[config.mk]
export PLATFORM = sky130hd
export DESIGN_NAME = csrd_core
export DESIGN_NICKNAME = d
export VERILOG_FILES = /design/src/csrd_pkg.sv /design/src/csrd_core.sv
export SDC_FILE = /design/constraint.sdc
export NUM_CORES = 1
export LEC_CHECK = 0
export BUFFER_PORTS_ARGS = -buffer_cell sky130_fd_sc_hd__clkbuf_2
export CAP_MARGIN = 25
export CORE_MARGIN = 2
export CORE_UTILIZATION = 50
export CTS_CLUSTER_SIZE = 24
export DETAILED_ROUTE_END_ITERATION = 10
export HOLD_SLACK_MARGIN = 0.08
export PLACE_DENSITY = 0.7
export SLEW_MARGIN = 5
export SYNTH_ARGS = -nofsm -noshare
export SYNTH_HDL_FRONTEND = slang
export SYNTH_SLANG_ARGS = --single-unit
export TNS_END_PERCENT = 50
[constraint.sdc]
create_clock -name i_clk -period 6.2 [get_ports i_clk]
set_clock_uncertainty 0.2 [all_clocks]
set_input_delay 0.62 -clock i_clk [delete_from_list [all_inputs] [get_ports i_clk]]
set_output_delay 0.62 -clock i_clk [all_outputs]
set_load 0.02 [all_outputs]
[src/csrd_pkg.sv]
// constants and carriers shared by the store and return decoder
package csrd_pkg;
  // opcodes
  localparam logic [7:0] OP_PREFIX   = 8'h9E;
  localparam logic [7:0] OP_SP_RESET = 8'h9C;
  localparam logic [7:0] OP_IRET     = 8'h80;
  localparam logic [7:0] OP_SRET     = 8'h81;
  localparam logic [7:0] OP_SEC      = 8'h99;
  localparam logic [7:0] OP_SEI      = 8'h9B;
  localparam logic [7:0] OP_STOP     = 8'h8E;
  localparam logic [7:0] OP_INDEX_PAIR_STORE_OP_DIR = 8'h35;
  localparam logic [7:0] OP_INDEX_PAIR_STORE_OP_EXT = 8'h96;
  localparam logic [7:0] OP_INDEX_PAIR_STORE_OP_SP1 = 8'hFF;
  // opcode low nibbles of the grouped families
  localparam logic [3:0] LO_SBC = 4'h2;
  localparam logic [3:0] LO_STA = 4'h7;
  localparam logic [3:0] LO_STX = 4'hF;
  // addressing mode high nibbles
  localparam logic [3:0] HI_IMM = 4'hA;
  localparam logic [3:0] HI_DIR = 4'hB;
  localparam logic [3:0] HI_EXT = 4'hC;
  localparam logic [3:0] HI_IX2 = 4'hD;
  localparam logic [3:0] HI_IX1 = 4'hE;
  localparam logic [3:0] HI_IX  = 4'hF;
  // condition code bit positions
  localparam int CC_C = 0;
  localparam int CC_Z = 1;
  localparam int CC_N = 2;
  localparam int CC_I = 3;
  localparam int CC_V = 7;
  // reset and fixed values
  localparam logic [7:0]  RST_INDEX_HIGH = 8'h00;
  localparam logic [7:0]  SP_LOW_FILL    = 8'hFF;
  localparam logic [7:0]  CC_FIXED_ONES  = 8'h60;
  localparam logic [15:0] RST_PC         = 16'h0000;
  localparam logic [15:0] RST_SP         = 16'h00FF;
  localparam logic [7:0]  RST_CC         = 8'h68;

  // one memory bus request
  typedef struct packed {
    logic        rd;
    logic        wr;
    logic [15:0] addr;
    logic [7:0]  wdata;
  } csrd_bus_type;
endpackage : csrd_pkg

[src/csrd_core.sv]
// decoder and executor for the store, return and flag instruction subset
`timescale 1ns/1ns
`default_nettype none
module csrd_core
  import csrd_pkg::*;
(
  input  wire logic         i_clk,
  input  wire logic         i_srst,
  input  wire logic [7:0]   i_rdata,
  output logic              o_rd,
  output logic              o_wr,
  output logic [15:0]       o_addr,
  output logic [7:0]        o_wdata,
  output logic              o_halted,
  output logic              o_illegal
);
  // sequencer states
  //   S_FETCH  : issue the opcode read at pc
  //   S_DECODE : take the opcode, run the one-cycle inherent forms at once
  //   S_OPHI   : refuse opcodes outside the subset, size the operand field
  //   S_OPLO   : read operand bytes, then the data byte for subtract forms
  //   S_STORE2 : wait out the read latency of one operand byte
  //   S_EXEC   : finish subtract, or issue the store write
  //   S_PULL   : stack pulls of both return forms
  //   S_HALT   : second byte of the pair store, or the stopped state
  typedef enum {
    S_FETCH, S_DECODE, S_OPHI, S_OPLO, S_EXEC, S_STORE2, S_PULL, S_HALT
  } csrd_state_type;

  csrd_state_type state_q;
  // accumulator and index low keep their value over reset, so they
  // start unknown after power-up; a program must load them before use
  // core registers live only here, no address decodes them
  logic [7:0]  acc_q;
  logic [7:0]  idx_hi_q;
  logic [7:0]  idx_lo_q;
  logic [15:0] sp_q;
  logic [15:0] pc_q;
  logic [7:0]  cc_q;
  logic [7:0]  op_q;
  logic        pre_q;
  logic [15:0] opnd_q;
  logic [2:0]  pull_q;
  logic [2:0]  pull_n_q;
  csrd_bus_type bus_q;
  logic        halted_q;
  logic        illegal_q;

  wire logic [3:0] hi_nib = op_q[7:4];
  wire logic [3:0] lo_nib = op_q[3:0];
  wire logic [15:0] hx    = {idx_hi_q, idx_lo_q};

  // operand byte count for the grouped families
  // immediate data is the data byte itself, read later at pc, so it
  // carries no address bytes; plain indexed has none either
  function automatic logic [1:0] opnd_bytes(input logic [3:0] hn, input logic p);
    if (p) opnd_bytes = (hn == HI_IX2) ? 2'd2 : 2'd1;
    else if (hn == HI_EXT || hn == HI_IX2) opnd_bytes = 2'd2;
    else if (hn == HI_IX || hn == HI_IMM) opnd_bytes = 2'd0;
    else opnd_bytes = 2'd1;
  endfunction : opnd_bytes

  // effective address from mode; sp forms replace the index pair
  // offsets wrap at 16 bits, as a pointer past the top rolls to zero
  function automatic logic [15:0] eff_addr(input logic [3:0] hn, input logic p,
                                           input logic [15:0] o, input logic [15:0] x,
                                           input logic [15:0] s);
    logic [15:0] base;
    base = p ? s : x;
    case (hn)
      HI_DIR:  eff_addr = {8'h00, o[7:0]};
      HI_EXT:  eff_addr = o;
      HI_IX2:  eff_addr = 16'(base + o);
      HI_IX1:  eff_addr = 16'(base + {8'h00, o[7:0]});
      HI_IX:   eff_addr = x;
      default: eff_addr = o;
    endcase
  endfunction : eff_addr

  // the pair store does not follow the nibble grouping, so its opcodes
  // are mapped onto the matching mode nibble before the address is
  // formed; every other opcode uses its own high nibble
  wire logic [3:0]  ea_nib = (op_q == OP_INDEX_PAIR_STORE_OP_DIR) ? HI_DIR :
                             (op_q == OP_INDEX_PAIR_STORE_OP_EXT) ? HI_EXT :
                             (pre_q && op_q == OP_INDEX_PAIR_STORE_OP_SP1) ? HI_IX1 : hi_nib;
  wire logic [15:0] ea     = eff_addr(ea_nib, pre_q, opnd_q, hx, sp_q);
  wire logic        is_index_pair_store_op = (!pre_q && (op_q == OP_INDEX_PAIR_STORE_OP_DIR || op_q == OP_INDEX_PAIR_STORE_OP_EXT)) ||
                              (pre_q && op_q == OP_INDEX_PAIR_STORE_OP_SP1);
  // family decode from the low nibble; the low store gives way to the
  // pair store where both share an encoding after the prefix
  // anything that matches no family is refused in S_OPHI
  wire logic        is_sbc  = lo_nib == LO_SBC && hi_nib >= HI_IMM;
  wire logic        is_sta  = lo_nib == LO_STA && hi_nib >= HI_DIR;
  wire logic        is_stx  = lo_nib == LO_STX && hi_nib >= HI_DIR && !is_index_pair_store_op;
  wire logic        grp_ok  = is_index_pair_store_op || is_sbc || is_sta || is_stx;

  // subtract with borrow datapath
  // carry out of the 9-bit difference is the borrow flag
  wire logic [8:0]  diff = 9'({1'b0, acc_q} - {1'b0, i_rdata} - {8'h00, cc_q[CC_C]});
  wire logic        sbc_v = (acc_q[7] ^ i_rdata[7]) & (acc_q[7] ^ diff[7]);

  // bus request registered so outputs come straight from flops
  // cleared in reset as well, so the pins are quiet one edge after
  // reset is seen instead of showing power-up unknowns
  always_ff @(posedge i_clk) begin
    if (i_srst) begin
      o_rd      <= 1'b0;
      o_wr      <= 1'b0;
      o_addr    <= '0;
      o_wdata   <= '0;
      o_halted  <= 1'b0;
      o_illegal <= 1'b0;
    end else begin
      o_rd      <= bus_q.rd;
      o_wr      <= bus_q.wr;
      o_addr    <= bus_q.addr;
      o_wdata   <= bus_q.wdata;
      o_halted  <= halted_q;
      o_illegal <= illegal_q;
    end
  end

  // bus timing seen from the sequencer: a request set in bus_q reaches
  // the pins one edge later, and the memory answers while o_rd stands,
  // so read data is taken at the edge where o_rd is seen high
  // strobes default low every cycle, which keeps each request a single
  // cycle pulse without a separate clear
  // cycle counts are longer than a single-bus core would need; only the
  // order of bus cycles and their effects are kept
  // main sequencer; acc and index low have no reset branch on purpose
  always_ff @(posedge i_clk) begin
    bus_q.rd <= 1'b0;
    bus_q.wr <= 1'b0;
    illegal_q <= 1'b0;
    if (i_srst) begin
      state_q  <= S_FETCH;
      idx_hi_q <= RST_INDEX_HIGH;
      sp_q     <= RST_SP;
      pc_q     <= RST_PC;
      cc_q     <= RST_CC;
      pre_q    <= 1'b0;
      halted_q <= 1'b0;
      bus_q    <= '0;
      op_q     <= '0;
      opnd_q   <= '0;
      pull_q   <= '0;
      pull_n_q <= '0;
    end else begin
      case (state_q)
        // opcode read; pc moves on at once so operand reads follow it
        // without a separate increment step
        S_FETCH: begin
          bus_q.rd   <= 1'b1;
          bus_q.addr <= pc_q;
          pc_q       <= 16'(pc_q + 16'h0001);
          state_q    <= S_DECODE;
        end
        S_DECODE: begin
          // read data answers two cycles after the request flop
          if (!o_rd) begin
            state_q <= S_DECODE;
          // a prefix costs one more fetch and is remembered until the
          // instruction it qualifies is done
          end else if (!pre_q && i_rdata == OP_PREFIX) begin
            pre_q   <= 1'b1;
            state_q <= S_FETCH;
          end else begin
            op_q    <= i_rdata;
            opnd_q  <= '0;
            state_q <= S_EXEC;
            if (!pre_q) begin
              case (i_rdata)
                OP_SP_RESET: begin
                  sp_q[7:0] <= SP_LOW_FILL;
                  state_q   <= S_FETCH;
                end
                OP_SEC: begin
                  cc_q[CC_C] <= 1'b1;
                  state_q    <= S_FETCH;
                end
                OP_SEI: begin
                  cc_q[CC_I] <= 1'b1;
                  state_q    <= S_FETCH;
                end
                OP_STOP: begin
                  cc_q[CC_I] <= 1'b0;
                  halted_q   <= 1'b1;
                  state_q    <= S_HALT;
                end
                OP_IRET: begin
                  pull_n_q <= 3'd5;
                  pull_q   <= '0;
                  sp_q     <= 16'(sp_q + 16'h0001);
                  state_q  <= S_PULL;
                end
                OP_SRET: begin
                  pull_n_q <= 3'd2;
                  pull_q   <= 3'd3;
                  sp_q     <= 16'(sp_q + 16'h0001);
                  state_q  <= S_PULL;
                end
                default: state_q <= S_OPHI;
              endcase
            end else begin
              state_q <= S_OPHI;
            end
          end
        end
        // refused opcodes make no bus cycle; pc already points past them,
        // so the next fetch simply skips the byte
        S_OPHI: begin
          if (!grp_ok) begin
            illegal_q <= 1'b1;
            pre_q     <= 1'b0;
            state_q   <= S_FETCH;
          end else begin
            pull_q <= 3'(opnd_bytes(ea_nib, pre_q));
            state_q <= S_OPLO;
          end
        end
        S_OPLO: begin
          // gather operand bytes, high first, then settle the address
          if (pull_q == 3'd0) begin
            if (is_sbc && hi_nib == HI_IMM && !pre_q) begin
              bus_q.rd   <= 1'b1;
              bus_q.addr <= pc_q;
              pc_q       <= 16'(pc_q + 16'h0001);
            end else if (is_sbc) begin
              bus_q.rd   <= 1'b1;
              bus_q.addr <= ea;
            end
            pull_q  <= 3'd0;
            state_q <= S_EXEC;
          end else begin
            bus_q.rd   <= 1'b1;
            bus_q.addr <= pc_q;
            pc_q       <= 16'(pc_q + 16'h0001);
            pull_q     <= 3'(pull_q - 3'd1);
            state_q    <= S_STORE2;
          end
        end
        S_STORE2: begin
          // wait out the read latency, then shift in one operand byte
          if (o_rd) begin
            opnd_q  <= {opnd_q[7:0], i_rdata};
            state_q <= S_OPLO;
          end
        end
        // subtract waits for its data byte; stores write at once
        // the pair store keeps the prefix flag alive for its second byte
        // and parks the next address in the operand register
        S_EXEC: begin
          pre_q   <= 1'b0;
          state_q <= S_FETCH;
          if (is_sbc) begin
            if (!o_rd) begin
              state_q <= S_EXEC;
              pre_q   <= pre_q;
            end else begin
              acc_q      <= diff[7:0];
              cc_q[CC_V] <= sbc_v;
              cc_q[CC_N] <= diff[7];
              cc_q[CC_Z] <= diff[7:0] == 8'h00;
              cc_q[CC_C] <= diff[8];
            end
          end else if (is_index_pair_store_op) begin
            bus_q.wr    <= 1'b1;
            bus_q.addr  <= ea;
            bus_q.wdata <= idx_hi_q;
            opnd_q      <= 16'(ea + 16'h0001);
            cc_q[CC_V]  <= 1'b0;
            cc_q[CC_N]  <= idx_hi_q[7];
            cc_q[CC_Z]  <= hx == 16'h0000;
            state_q     <= S_HALT;
            pre_q       <= pre_q;
          end else begin
            bus_q.wr    <= 1'b1;
            bus_q.addr  <= ea;
            bus_q.wdata <= is_sta ? acc_q : idx_lo_q;
            cc_q[CC_V]  <= 1'b0;
            cc_q[CC_N]  <= is_sta ? acc_q[7] : idx_lo_q[7];
            cc_q[CC_Z]  <= (is_sta ? acc_q : idx_lo_q) == 8'h00;
          end
        end
        // interrupt return starts at slot 0 (flags), subroutine return at
        // slot 3 (pc high), so both share one pull sequence
        S_PULL: begin
          // each pull reads at sp, then bumps sp before the next one
          if (pull_n_q == 3'd0) begin
            state_q <= S_FETCH;
          end else if (!bus_q.rd && !o_rd) begin
            bus_q.rd   <= 1'b1;
            bus_q.addr <= sp_q;
          end else if (o_rd) begin
            case (pull_q)
              3'd0:    cc_q     <= i_rdata | CC_FIXED_ONES;
              3'd1:    acc_q    <= i_rdata;
              3'd2:    idx_lo_q <= i_rdata;
              3'd3:    pc_q[15:8] <= i_rdata;
              default: pc_q[7:0]  <= i_rdata;
            endcase
            pull_q   <= 3'(pull_q + 3'd1);
            pull_n_q <= 3'(pull_n_q - 3'd1);
            if (pull_n_q != 3'd1) sp_q <= 16'(sp_q + 16'h0001);
          end
        end
        S_HALT: begin
          // second store byte of the pair, otherwise stop holds forever
          if (!halted_q) begin
            bus_q.wr    <= 1'b1;
            bus_q.addr  <= opnd_q;
            bus_q.wdata <= idx_lo_q;
            pre_q       <= 1'b0;
            state_q     <= S_FETCH;
          end
        end
        // an unreachable state recovers through a fresh fetch
        default: state_q <= S_FETCH;
      endcase
    end
  end
endmodule : csrd_core
`default_nettype wire

After elaboration in Yosys (flattened, before gate mapping)
Cells that the tools add are included.
Word-level totals
  logic and storage cells: 266
  flip-flop bits (word level): 168
Operators by class
  bitwise gates (word level): 6
  magnitude comparators: 2
  eq/ne operators: 61
  multiplexer cells: 109
  reduce and logical (&&, ||, !) cells: 53
  $add $sub $neg: 10
Operators by type and width (count)
  $mux W16: 23
  $pmux W32 S8: 1
  $mux W32: 5
  $eq A32 B3 Y1 const B: 4
  $pmux W16 S3: 2
  $mux W8: 11
  $pmux W16 S5: 1
  $eq A8 B8 Y1 const B: 9
  $eq A32 B2 Y1 const B: 2
  $pmux W16 S4: 1
  $mux W3: 18
  $mux W25: 2
  $add A16 B1 Y16 const B: 3
  $pmux W8 S2: 3
  $ne A2 B2 Y1 const B: 21
  $eq A32 B1 Y1 const B: 1
  $eq A4 B4 Y1 const B: 8
  $logic_not A32 Y1: 1
  $pmux W16 S2: 1
  $reduce_and A6 Y1: 5
  $reduce_and A9 Y1: 3
  $mux W1: 25
  $pmux W3 S2: 3
  $add A16 B16 Y16: 1
  40 further kinds: 87

Depth between registers and ports, before layout
Gate-level depths: netlist (run 1).
  depth after elaboration: 12
  depth in mapped cells: 17

Least setup slack after synthesis (run 1)
OpenSTA, ideal clock, no wires.
  path kind: flip-flop to flip-flop
  start point: reg op_q[5]
  end point: reg bus_q[22] in the netlist's numbering
  slack: 1.814 ns
  data required time: 5.866 ns
  arrival time: 4.052 ns
  setup time: 0.134 ns
  cell stages (with the launch flop): 18
  cell sequence: dfxtp_1 buf_6 or4_4 o211ai_1 nand3_1 clkbuf_1 and2_1 ha_1 a21o_1 and2_1 a311o_1 a2111o_1 a31oi_1 xor2_1 o21ai_1 mux2_2 a221oi_1 nor4_1
Between the ends
  longest elaborated chain between the ends: 11
  elaborated cells on any way between the ends: 25
  classes of those cells: order compare (1); eq/ne (10); mux (9); reduce/logical (5)
Ends and longest elaborated chain
  start, declared: line csrd_core.sv:40  | logic [7:0] op_q;
  start signal, assigned: line csrd_core.sv:168  | op_q <= i_rdata;
  $eq A8 B8 Y1: line csrd_core.sv:85  | (pre_q && op_q == OP_INDEX_PAIR_STORE_OP_SP1) ? HI_IX1 : hi_nib;
  $logic_and A1 B1 Y1: line csrd_core.sv:85
  $mux W4: line csrd_core.sv:85
  $mux W4: line csrd_core.sv:84  | (op_q == OP_INDEX_PAIR_STORE_OP_EXT) ? HI_EXT :
  $mux W4: line csrd_core.sv:83  | wire logic [3:0] ea_nib = (op_q == OP_INDEX_PAIR_STORE_OP_DIR) ? HI_DIR :
  $eq A4 B4 Y1: line csrd_core.sv:70  | case (hn)
  $pmux W16 S4: line csrd_core.sv:70
  $mux W16: line csrd_core.sv:228  | end else if (is_sbc) begin
  $mux W16: line csrd_core.sv:224  | if (is_sbc && hi_nib == HI_IMM && !pre_q) begin
  $mux W16: line csrd_core.sv:223  | if (pull_q == 3'd0) begin
  $pmux W16 S5: line csrd_core.sv:149  | case (state_q)
  end, declared: line csrd_core.sv:45  | csrd_bus_type bus_q;
Several ways; a longest one is shown, not always the timed one. The select of a mux whose other input is x is not followed.
A chain may end at the register's enable or synchronous reset.

Worst setup path after layout (run 1)
Ends and elaborated chain as after synthesis.

==> results.py, run 1 <==
metrics = {
    "run_status": {
        "status": "completed",
    },
    "yosys": {
        "synthesis.nets": 1190,
        "ys_seq_elements": 139,
        "ys_warn_count": 0,
        "netlist_instances": 1135,
        "yosys-top-cells-area": "dfxtp_1 (27%), ha_1 (5.7%), edfxtp_1 (5.3%), a21oi_1 (4.9%), nor2_1 (4.5%)",
        "synth_ff_type": "dfxtp_1",
        "syn_area_mm2": 0.00915,
        "synth-seq-area-share_pct": 32.2,
        "syn_avg_cell_area_um2": 8.06,
        "synth_top_area_cell": "dfxtp_1",
        "synth_edf_count": 16,
        "synth.distinct_cells": 87,
        "synthArstFlopShare_pct": 0,
        "synth_top_area_share_pct": 26.9,
    },
    "floorplanning": {
        "coreArea_mm2": 0.0180,
        "io_pins": 38,
        "row_count": 49,
        "die_area_mm2": 0.0194,
        "fp.dieW_um": 139,
        "initial_core_util_pct": 50.9,
        "dieHeight_um": 139,
    },
    "sta": {
        "tns_ps": 0,
        "report.final.slew_viol_count": 0,
        "min_period_over_period_pct": 82.4,
        "rsz0062_at_grt": "false",
        "clock.fmax_mhz": 196,
        "period_minus_slack_ps": 5110,
        "relSlewSlack_pct": 32.3,
        "hold_viol": 0,
        "setup_violations": 0,
        "max_slew.worst_pin.slew_ps": 990,
    },
    "power": {
        "power_leakage_nw": 3.80,
        "total_power_mw": 2.18,
        "power_density_mw_per_mm2": 218,
        "irDropWorstVdd_uv": 192,
    },
    "finish": {
        "syn2layout_area_growth_pct": 9.59,
        "seqCellArea_mm2": 0.00294,
        "drive_gt1_share_pct": 10.3,
        "final_common_cell": "dfxtp_1",
        "multi_input_area_mm2": 0.00575,
        "antennaDiodeCount": 0,
        "n_fill_cell": 1656,
        "layout_common_cells": "dfxtp_1 (123), nor2_1 (110), nand2_1 (106), a21oi_1 (89), o21ai_0 (68)",
        "final_nets": 1189,
    },
    "global_route": {
        "grt_max_degree": 78,
        "grt_pass1_wl_um": 44400,
        "grt_use_total_pct": 28.9,
        "grt_pass1_vias": 7948,
        "antenna_found_initial": 0,
        "globalRouteOverflowTotal": 0,
    },
    "placement": {
        "hpwl_um": 20000,
        "gp_congestion": 0.938,
        "portBuffers": 37,
    },
    "routing": {
        "drt_iter0_drc": 1025,
        "vias_per_cell": 6.43,
        "antenna_left": 0,
        "route.detailed.drc": 0,
        "vias": 8841,
        "drt-total-wl_um": 28100,
        "routedWlPerCell_um": 20.4,
        "drt_pass1_iterations": 6,
    },
    "run": {
        "maxCapViolCount": 0,
    },
    "clocking": {
        "hold_buffers": 0,
        "post_cts_resized": 0,
        "htreeDepth": 4,
        "cts_tree": "yes",
        "clock_sinks": 139,
        "clk_latency_ps": 440,
        "root_buffer": "clkbuf_16",
        "cts_buffer_depth": 2,
        "cts_made_buffers": 17,
        "clk_pin_slew_ps": 70,
        "cts_setup_buffers": 0,
    },
    "worst_setup_path": {
        "rrSetupSlack_ps": 1090,
        "critPathKind": "flip-flop to flip-flop",
        "worstReg2RegEnd": "bus_q[22]",
        "reg2regPathDepth": 15,
        "cp-start-kind": "flip-flop",
        "end_kind": "flip-flop",
        "r2r_start": "op_q[5]",
        "cp_max_fo": 14,
        "required_ps": 6290,
        "crit_arrival_ps": 5190,
    },
    "min_path": {
        "min_path_type": "flip-flop to flip-flop",
        "min_to": "o_illegal",
        "min_from": "illegal_q",
        "hold_depth": 1,
    },
}
## cells by family (layout without fill, tap and decap cells)
group	Yosys count	count (layout)	synth area share, %
AND/OR/NAND/NOR	412	412	23.0
AO/OA/AOI/OAI	361	361	26.8
flip-flops	139	139	32.2
buffers and inverters	113	125	4.94
adder cells (fa/ha/maj)	46	46	6.51
XOR/XNOR	37	37	3.54
multiplexers	27	27	3.09
## stage by stage
step / worst slack, ps / instances / hold slack, ps / util, % / area, um2
floorplan: 1810 / 1135 / 214 / - / 9150
global placement: 1250 / 1344 / 218 / 52.5 / 9430
detailed placement: 1220 / 1344 / 222 / 52.5 / 9430
CTS: 1190 / 1376 / 238 / 55.8 / 10000
global route: 848 / 1376 / 263 / 55.8 / 10000
finish: 1090 / 1376 / 236 / 55.8 / 10000
## critical path: stages, from the launching register on
cell      delay [ps]
dfxtp_1          450
or4_4            550
o211ai_1         220
nand3_1          410
and2_1           310
ha_1             350
a21o_1           220
and2_1           170
a311o_1          370
a2111o_1         450
a31oi_1          220
xor2_1           210
o21ai_1          160
mux2_2           320
a221oi_1         290
nor4_1            70
## final cells by class
class / instances / area share [%]
Multi-Input combinational cell: 883 / 57.4
Inverter: 43 / 1.61
Timing Repair Buffer: 50 / 2.85
Clock inverter: 15 / 1.70
Tap cell: 229 / 2.86
Clock buffer: 17 / 4.24
Sequential cell: 139 / 29.4
## where the power goes
group	internal [mW]	total, mW	switching, mW
registers	0.926	0.955	0.0290
logic	0.0633	0.181	0.118
clock network	0.576	1.05	0.472
## routing by layer
| metal | track usage (%) | vias up | wire length (um) |
|---|---|---|---|
| li1 | - | 4171 | - |
| met1 | 40.0 | 4228 | 12300 |
| met2 | 45.7 | 377 | 12900 |
| met3 | 4.99 | 65 | 2060 |
| met4 | 9.94 | 0 | 864 |
| met5 | 0 | - | 0 |
## registers in the layout, indices dropped and copies added (netlist names), 3 cells and up
signal,count
state_q,3
idx_lo_q,8
acc_q,8
sp_q,16
o_addr,16
pull_n_q,3
pull_q,3
pc_q,16
opnd_q,16
op_q,8
o_wdata,8
bus_q,26
## Yosys cell counts, types with 5 or more instances
master and n:
a211oi_1 31, a21o_1 6, a21oi_1 89, a221o_1 8, a221oi_1 13, a22oi_1 28, a31oi_1 12, a32oi_1 7
and2_1 24, and3_1 20, buf_1 5, buf_2 10, clkbuf_1 53, dfxtp_1 123, edfxtp_1 16, ha_1 42
inv_1 42, mux2_2 10, mux2i_1 17, nand2_1 106, nand2b_1 10, nand3_1 37, nand4_1 5, nor2_1 110
nor2b_1 38, nor3_1 15, nor4_1 5, o211ai_1 21, o21a_1 6, o21ai_0 68, o21bai_1 5, o221ai_1 7
o22ai_1 12, o31ai_1 5, or3_1 7, xnor2_1 20, xor2_1 17
## worst max-delay path by stage
| stage | start | endpoint | cells after the start |
|---|---|---|---|
| after global routing | op_q[6] | opnd_q[15] | 15 |
| final | op_q[5] | bus_q[22] | 15 |
| after CTS | op_q[5] | bus_q[22] | 15 |
| after global placement | op_q[5] | bus_q[22] | 15 |
| after floorplan | op_q[5] | bus_q[22] | 17 |
| after detailed placement | op_q[5] | bus_q[22] | 15 |
No activity file was read; power rests on OpenSTA's default activity.
==> run 2, diff against run 1 <==
Clock period 6.2 ns to 4.91 ns, I/O delays scaled along.
==> results.py, run 2 (synthesis gave the netlist of run 1 again) <==
metrics = {
    "finish": {
        "design_area_mm2": 0.0101,
        "antennaDiodeCount": 0,
        "syn2layout_area_growth_pct": 10.3,
        "layout_common_cells": "dfxtp_1 (123), nor2_1 (110), nand2_1 (106), a21oi_1 (89), o21ai_0 (68)",
        "final_nets": 1197,
        "drive_gt1_share_pct": 10.9,
        "largest_reg_flops": 26,
        "final_core_util_pct": 56.2,
        "regMostFlops": "bus_q",
        "final_common_cell": "dfxtp_1",
    },
    "sta": {
        "rsz0062_at_grt": "false",
        "tns_ps": 0,
        "period_minus_slack_ps": 4670,
        "min_period_over_period_pct": 95.1,
        "hold_viol": 0,
        "report.final.slew_viol_count": 0,
        "relSlewSlack_pct": 36.9,
        "setup_violations": 0,
        "max_slew.worst_pin.slew_ps": 946,
        "clock.fmax_mhz": 214,
    },
    "routing": {
        "drt_pass1_iterations": 5,
        "route.detailed.drc": 0,
        "vias_per_cell": 6.40,
        "drt_iter0_drc": 1023,
        "vias": 8864,
        "antenna_left": 0,
        "routedWlPerCell_um": 20.3,
        "drt-total-wl_um": 28000,
    },
    "placement": {
        "hpwl_um": 20100,
        "gp_congestion": 0.958,
        "placed_cell_area_mm2": 0.00949,
        "portBuffers": 37,
    },
    "power": {
        "power_density_mw_per_mm2": 273,
        "total_power_mw": 2.75,
        "clkPwrFrac_pct": 47.8,
        "irDropWorstVdd_uv": 305,
        "pwr-share-seq_pct": 43.7,
        "power_switching_uw": 746,
        "p_int_mw": 2.00,
        "swShare_pct": 27.1,
        "power_frac_comb_pct": 8.5,
        "power_leakage_nw": 3.83,
    },
    "run": {
        "maxCapViolCount": 0,
    },
    "global_route": {
        "grt_use_total_pct": 28.4,
        "grt_max_degree": 75,
        "antenna_found_initial": 0,
        "globalRouteOverflowTotal": 0,
        "grt_pass1_vias": 8038,
        "grt_pass1_wl_um": 43900,
    },
    "clocking": {
        "post_cts_resized": 0,
        "hold_buffers": 0,
        "clk_latency_ps": 430,
        "root_buffer": "clkbuf_16",
        "cts_made_buffers": 17,
        "cts_buffer_depth": 2,
        "cts_tree": "yes",
        "clk_pin_slew_ps": 60,
        "htreeDepth": 4,
        "cts_setup_buffers": 0,
        "clock_sinks": 139,
    },
    "floorplanning": {
        "die_area_mm2": 0.0194,
        "initial_core_util_pct": 50.9,
        "io_pins": 38,
        "coreArea_mm2": 0.0180,
        "dieHeight_um": 139,
        "row_count": 49,
        "fp.dieW_um": 139,
    },
    "worst_setup_path": {
        "cp_max_fo": 9,
        "critPathKind": "flip-flop to flip-flop",
        "required_ps": 5010,
        "crit_arrival_ps": 4760,
        "end_kind": "flip-flop",
        "cp-start-kind": "flip-flop",
    },
    "min_path": {
        "min_path_type": "flip-flop to flip-flop",
    },
    "run_status": {
        "status": "completed",
    },
}
==> run 2: cell types whose count changed in the layout (fill, tap and decap cells not counted) <==
| cell | delta |
|---|---|
| buf_4 | +7 |
| buf_6 | +1 |
| clkbuf_16 | +1 |
| clkbuf_8 | +1 |
| clkinv_2 | +1 |
| clkinv_8 | -1 |
| clkinvlp_4 | +4 |
| inv_6 | -4 |
| inv_8 | -2 |
==> run 2: per-stage QoR <==
step                hold WS (ps)  worst slack (ps)  std cells
floorplan                    214               524       1135
finish                       246               240       1384
global route                 265              36.5       1384
CTS                          249               302       1384
detailed placement           225               333       1352
global placement             219               413       1351
==> run 2: worst max-delay path, stage by stage (launching register included) <==
cell and delay [ps]:
dfxtp_1 400, or4_4 520, o211ai_1 210, nand3_1 200, and2_1 210, ha_1 350, a21o_1 220, and2_1 170
a311o_1 380, a2111o_1 440, a31oi_1 230, xor2_1 180, o21ai_1 150, mux2_2 310, a221oi_1 290, nor4_1 70
==> run 2: final timing paths <==
check            start         to  slack [ps]  cells past startpoint
max            op_q[5]  bus_q[22]         240                     15
min reg2reg  bus_q[19]  bus_q[19]         250                      2
max reg2reg    op_q[5]  bus_q[22]         240                     15
min          bus_q[19]  bus_q[19]         250                      2
==> run 2: area by class of cell <==
type	instances	area, um2
clock buffer	19	464
multi-input combinational	883	5750
fill	1709	7870
timing repair buffer	58	349
inverter	43	161
sequential	139	2940
clock inverter	13	131
tap	229	287
==> run 2: metal layers <==
metal	vias to the layer above	track usage [%]	routed length [um]
met4	0	12.4	1120
met5	-	0	0
met3	72	5.64	2130
met2	360	43.8	12700
li1	4186	-	-
met1	4246	38.7	12100
==> run 2: power groups by stage <==
stage | clock, mW | sequential, mW | combinational (mW)
final | 1.31 | 1.20 | 0.234
after global routing | 1.37 | 1.20 | 0.256
after CTS | 1.33 | 1.20 | 0.231
after detailed placement | 0 | 1.23 | 0.230
after global placement | 0 | 1.23 | 0.227
after floorplan | 0 | 1.21 | 0.172
==> run 3, diff against run 2 <==
Settings changed: CORE_MARGIN 2 to 3.
==> results.py, run 3 (synthesis gave the netlist of run 1 again) <==
metrics = {
    "routing": {
        "route.detailed.drc": 0,
        "vias": 8869,
        "drt_pass1_iterations": 6,
        "drt_iter0_drc": 1081,
        "drt-total-wl_um": 28200,
        "antenna_left": 0,
        "vias_per_cell": 6.43,
        "routedWlPerCell_um": 20.5,
    },
    "finish": {
        "syn2layout_area_growth_pct": 9.81,
        "final_common_cell": "dfxtp_1",
        "drive_gt1_share_pct": 10.8,
        "regMostFlops": "bus_q",
        "antennaDiodeCount": 0,
        "n_fill_cell": 1623,
        "largest_reg_flops": 26,
        "layout_common_cells": "dfxtp_1 (123), nor2_1 (110), nand2_1 (106), a21oi_1 (89), o21ai_0 (68)",
        "final_nets": 1197,
    },
    "global_route": {
        "globalRouteOverflowTotal": 0,
        "grt_pass1_wl_um": 45200,
        "antenna_found_initial": 0,
        "grt_use_total_pct": 28.4,
        "grt_max_degree": 81,
        "grt_pass1_vias": 8361,
    },
    "power": {
        "irDropWorstVdd_uv": 235,
        "total_power_mw": 2.69,
        "power_density_mw_per_mm2": 268,
        "power_leakage_nw": 3.82,
    },
    "sta": {
        "relSlewSlack_pct": 33.8,
        "worst_slack_ps": 270,
        "max_slew.worst_pin.slew_ps": 992,
        "hold_viol": 0,
        "clock.fmax_mhz": 216,
        "tns_ps": 0,
        "rsz0062_at_grt": "false",
        "period_minus_slack_ps": 4640,
        "report.final.slew_viol_count": 0,
        "min_period_over_period_pct": 94.5,
        "setup_violations": 0,
    },
    "clocking": {
        "cts_buffer_depth": 2,
        "clock_sinks": 139,
        "htreeDepth": 4,
        "cts_setup_buffers": 0,
        "clk_latency_ps": 430,
        "post_cts_resized": 0,
        "cts_made_buffers": 17,
        "hold_buffers": 0,
        "clk_pin_slew_ps": 60,
        "cts_tree": "yes",
        "root_buffer": "clkbuf_16",
    },
    "floorplanning": {
        "coreArea_mm2": 0.0176,
        "row_count": 48,
        "fp.dieW_um": 141,
        "die_area_mm2": 0.0200,
        "dieHeight_um": 141,
        "io_pins": 38,
        "initial_core_util_pct": 52.0,
    },
    "worst_setup_path": {
        "cp-start-kind": "flip-flop",
        "crit_arrival_ps": 4720,
        "critPathKind": "flip-flop to flip-flop",
        "worstReg2RegEnd": "bus_q[22]",
        "rrSetupSlack_ps": 270,
        "cp_max_fo": 10,
        "end_kind": "flip-flop",
        "required_ps": 4990,
        "r2r_start": "op_q[0]",
        "reg2regPathDepth": 15,
    },
    "placement": {
        "pre_cts_ws_ps": 316,
        "hpwl_um": 20200,
        "portBuffers": 37,
        "gp_congestion": 0.939,
    },
    "min_path": {
        "hold_depth": 1,
        "min_path_type": "flip-flop to flip-flop",
        "min_from": "illegal_q",
        "min_to": "o_illegal",
    },
    "run": {
        "maxCapViolCount": 0,
    },
    "run_status": {
        "status": "completed",
    },
}
run 3: report_power, final:
group | switching (mW) | leakage, nW | internal [mW]
clock | 0.541 | 0.274 | 0.713
combinational | 0.150 | 2.41 | 0.0824
sequential | 0.0356 | 1.14 | 1.17
run 3: area by class of cell:
type | instances | area (um2) | area share [%]
clock buffer | 19 | 443 | 4.41
clock inverter | 13 | 118 | 1.17
inverter | 43 | 161 | 1.61
multi-input combinational | 883 | 5750 | 57.3
sequential | 139 | 2940 | 29.3
tap | 225 | 282 | 2.80
timing repair buffer | 58 | 345 | 3.44
run 3: how the worst max path moves through the flow:
| stage | from | end | slack (ps) | depth (start not counted) |
|---|---|---|---|---|
| finish | op_q[0] | bus_q[22] | 270 | 15 |
| floorplan | op_q[5] | bus_q[22] | 520 | 17 |
| CTS | op_q[0] | bus_q[22] | 310 | 15 |
| detailed placement | op_q[0] | bus_q[22] | 320 | 15 |
| global route | op_q[0] | bus_q[22] | 90 | 15 |
| global placement | op_q[0] | bus_q[22] | 360 | 15 |
run 3: per-stage QoR:
| stage | hold WS (ps) | area, um2 | util, % | cells |
|---|---|---|---|---|
| 6_report | 242 | 10000 | 57.1 | 1380 |
| 3_3_place_gp | 225 | 9490 | 53.9 | 1348 |
| 4_1_cts | 247 | 10000 | 57.1 | 1380 |
| 5_1_grt | 251 | 10000 | 57.1 | 1380 |
| 2_1_floorplan | 214 | 9150 | - | 1135 |
| 3_5_place_dp | 234 | 9490 | 53.9 | 1348 |
run 3: per-layer routing:
metal	global-route usage [%]	routed length, um	up-vias
met2	43.3	12600	390
li1	-	-	4190
met5	0	0	-
met1	38.6	12100	4196
met4	13.5	1340	0
met3	5.93	2270	93
run 3: worst max-delay path, stage by stage (launching register included):
cell	delay, ps
dfxtp_1	360
or4_4	560
o211ai_1	220
nand3_1	180
buf_4	210
and2_1	160
ha_1	330
and3_1	200
a311o_1	420
a2111o_1	430
a31oi_1	200
xor2_1	170
o21ai_1	160
mux2_2	320
a221oi_1	280
nor4_1	70
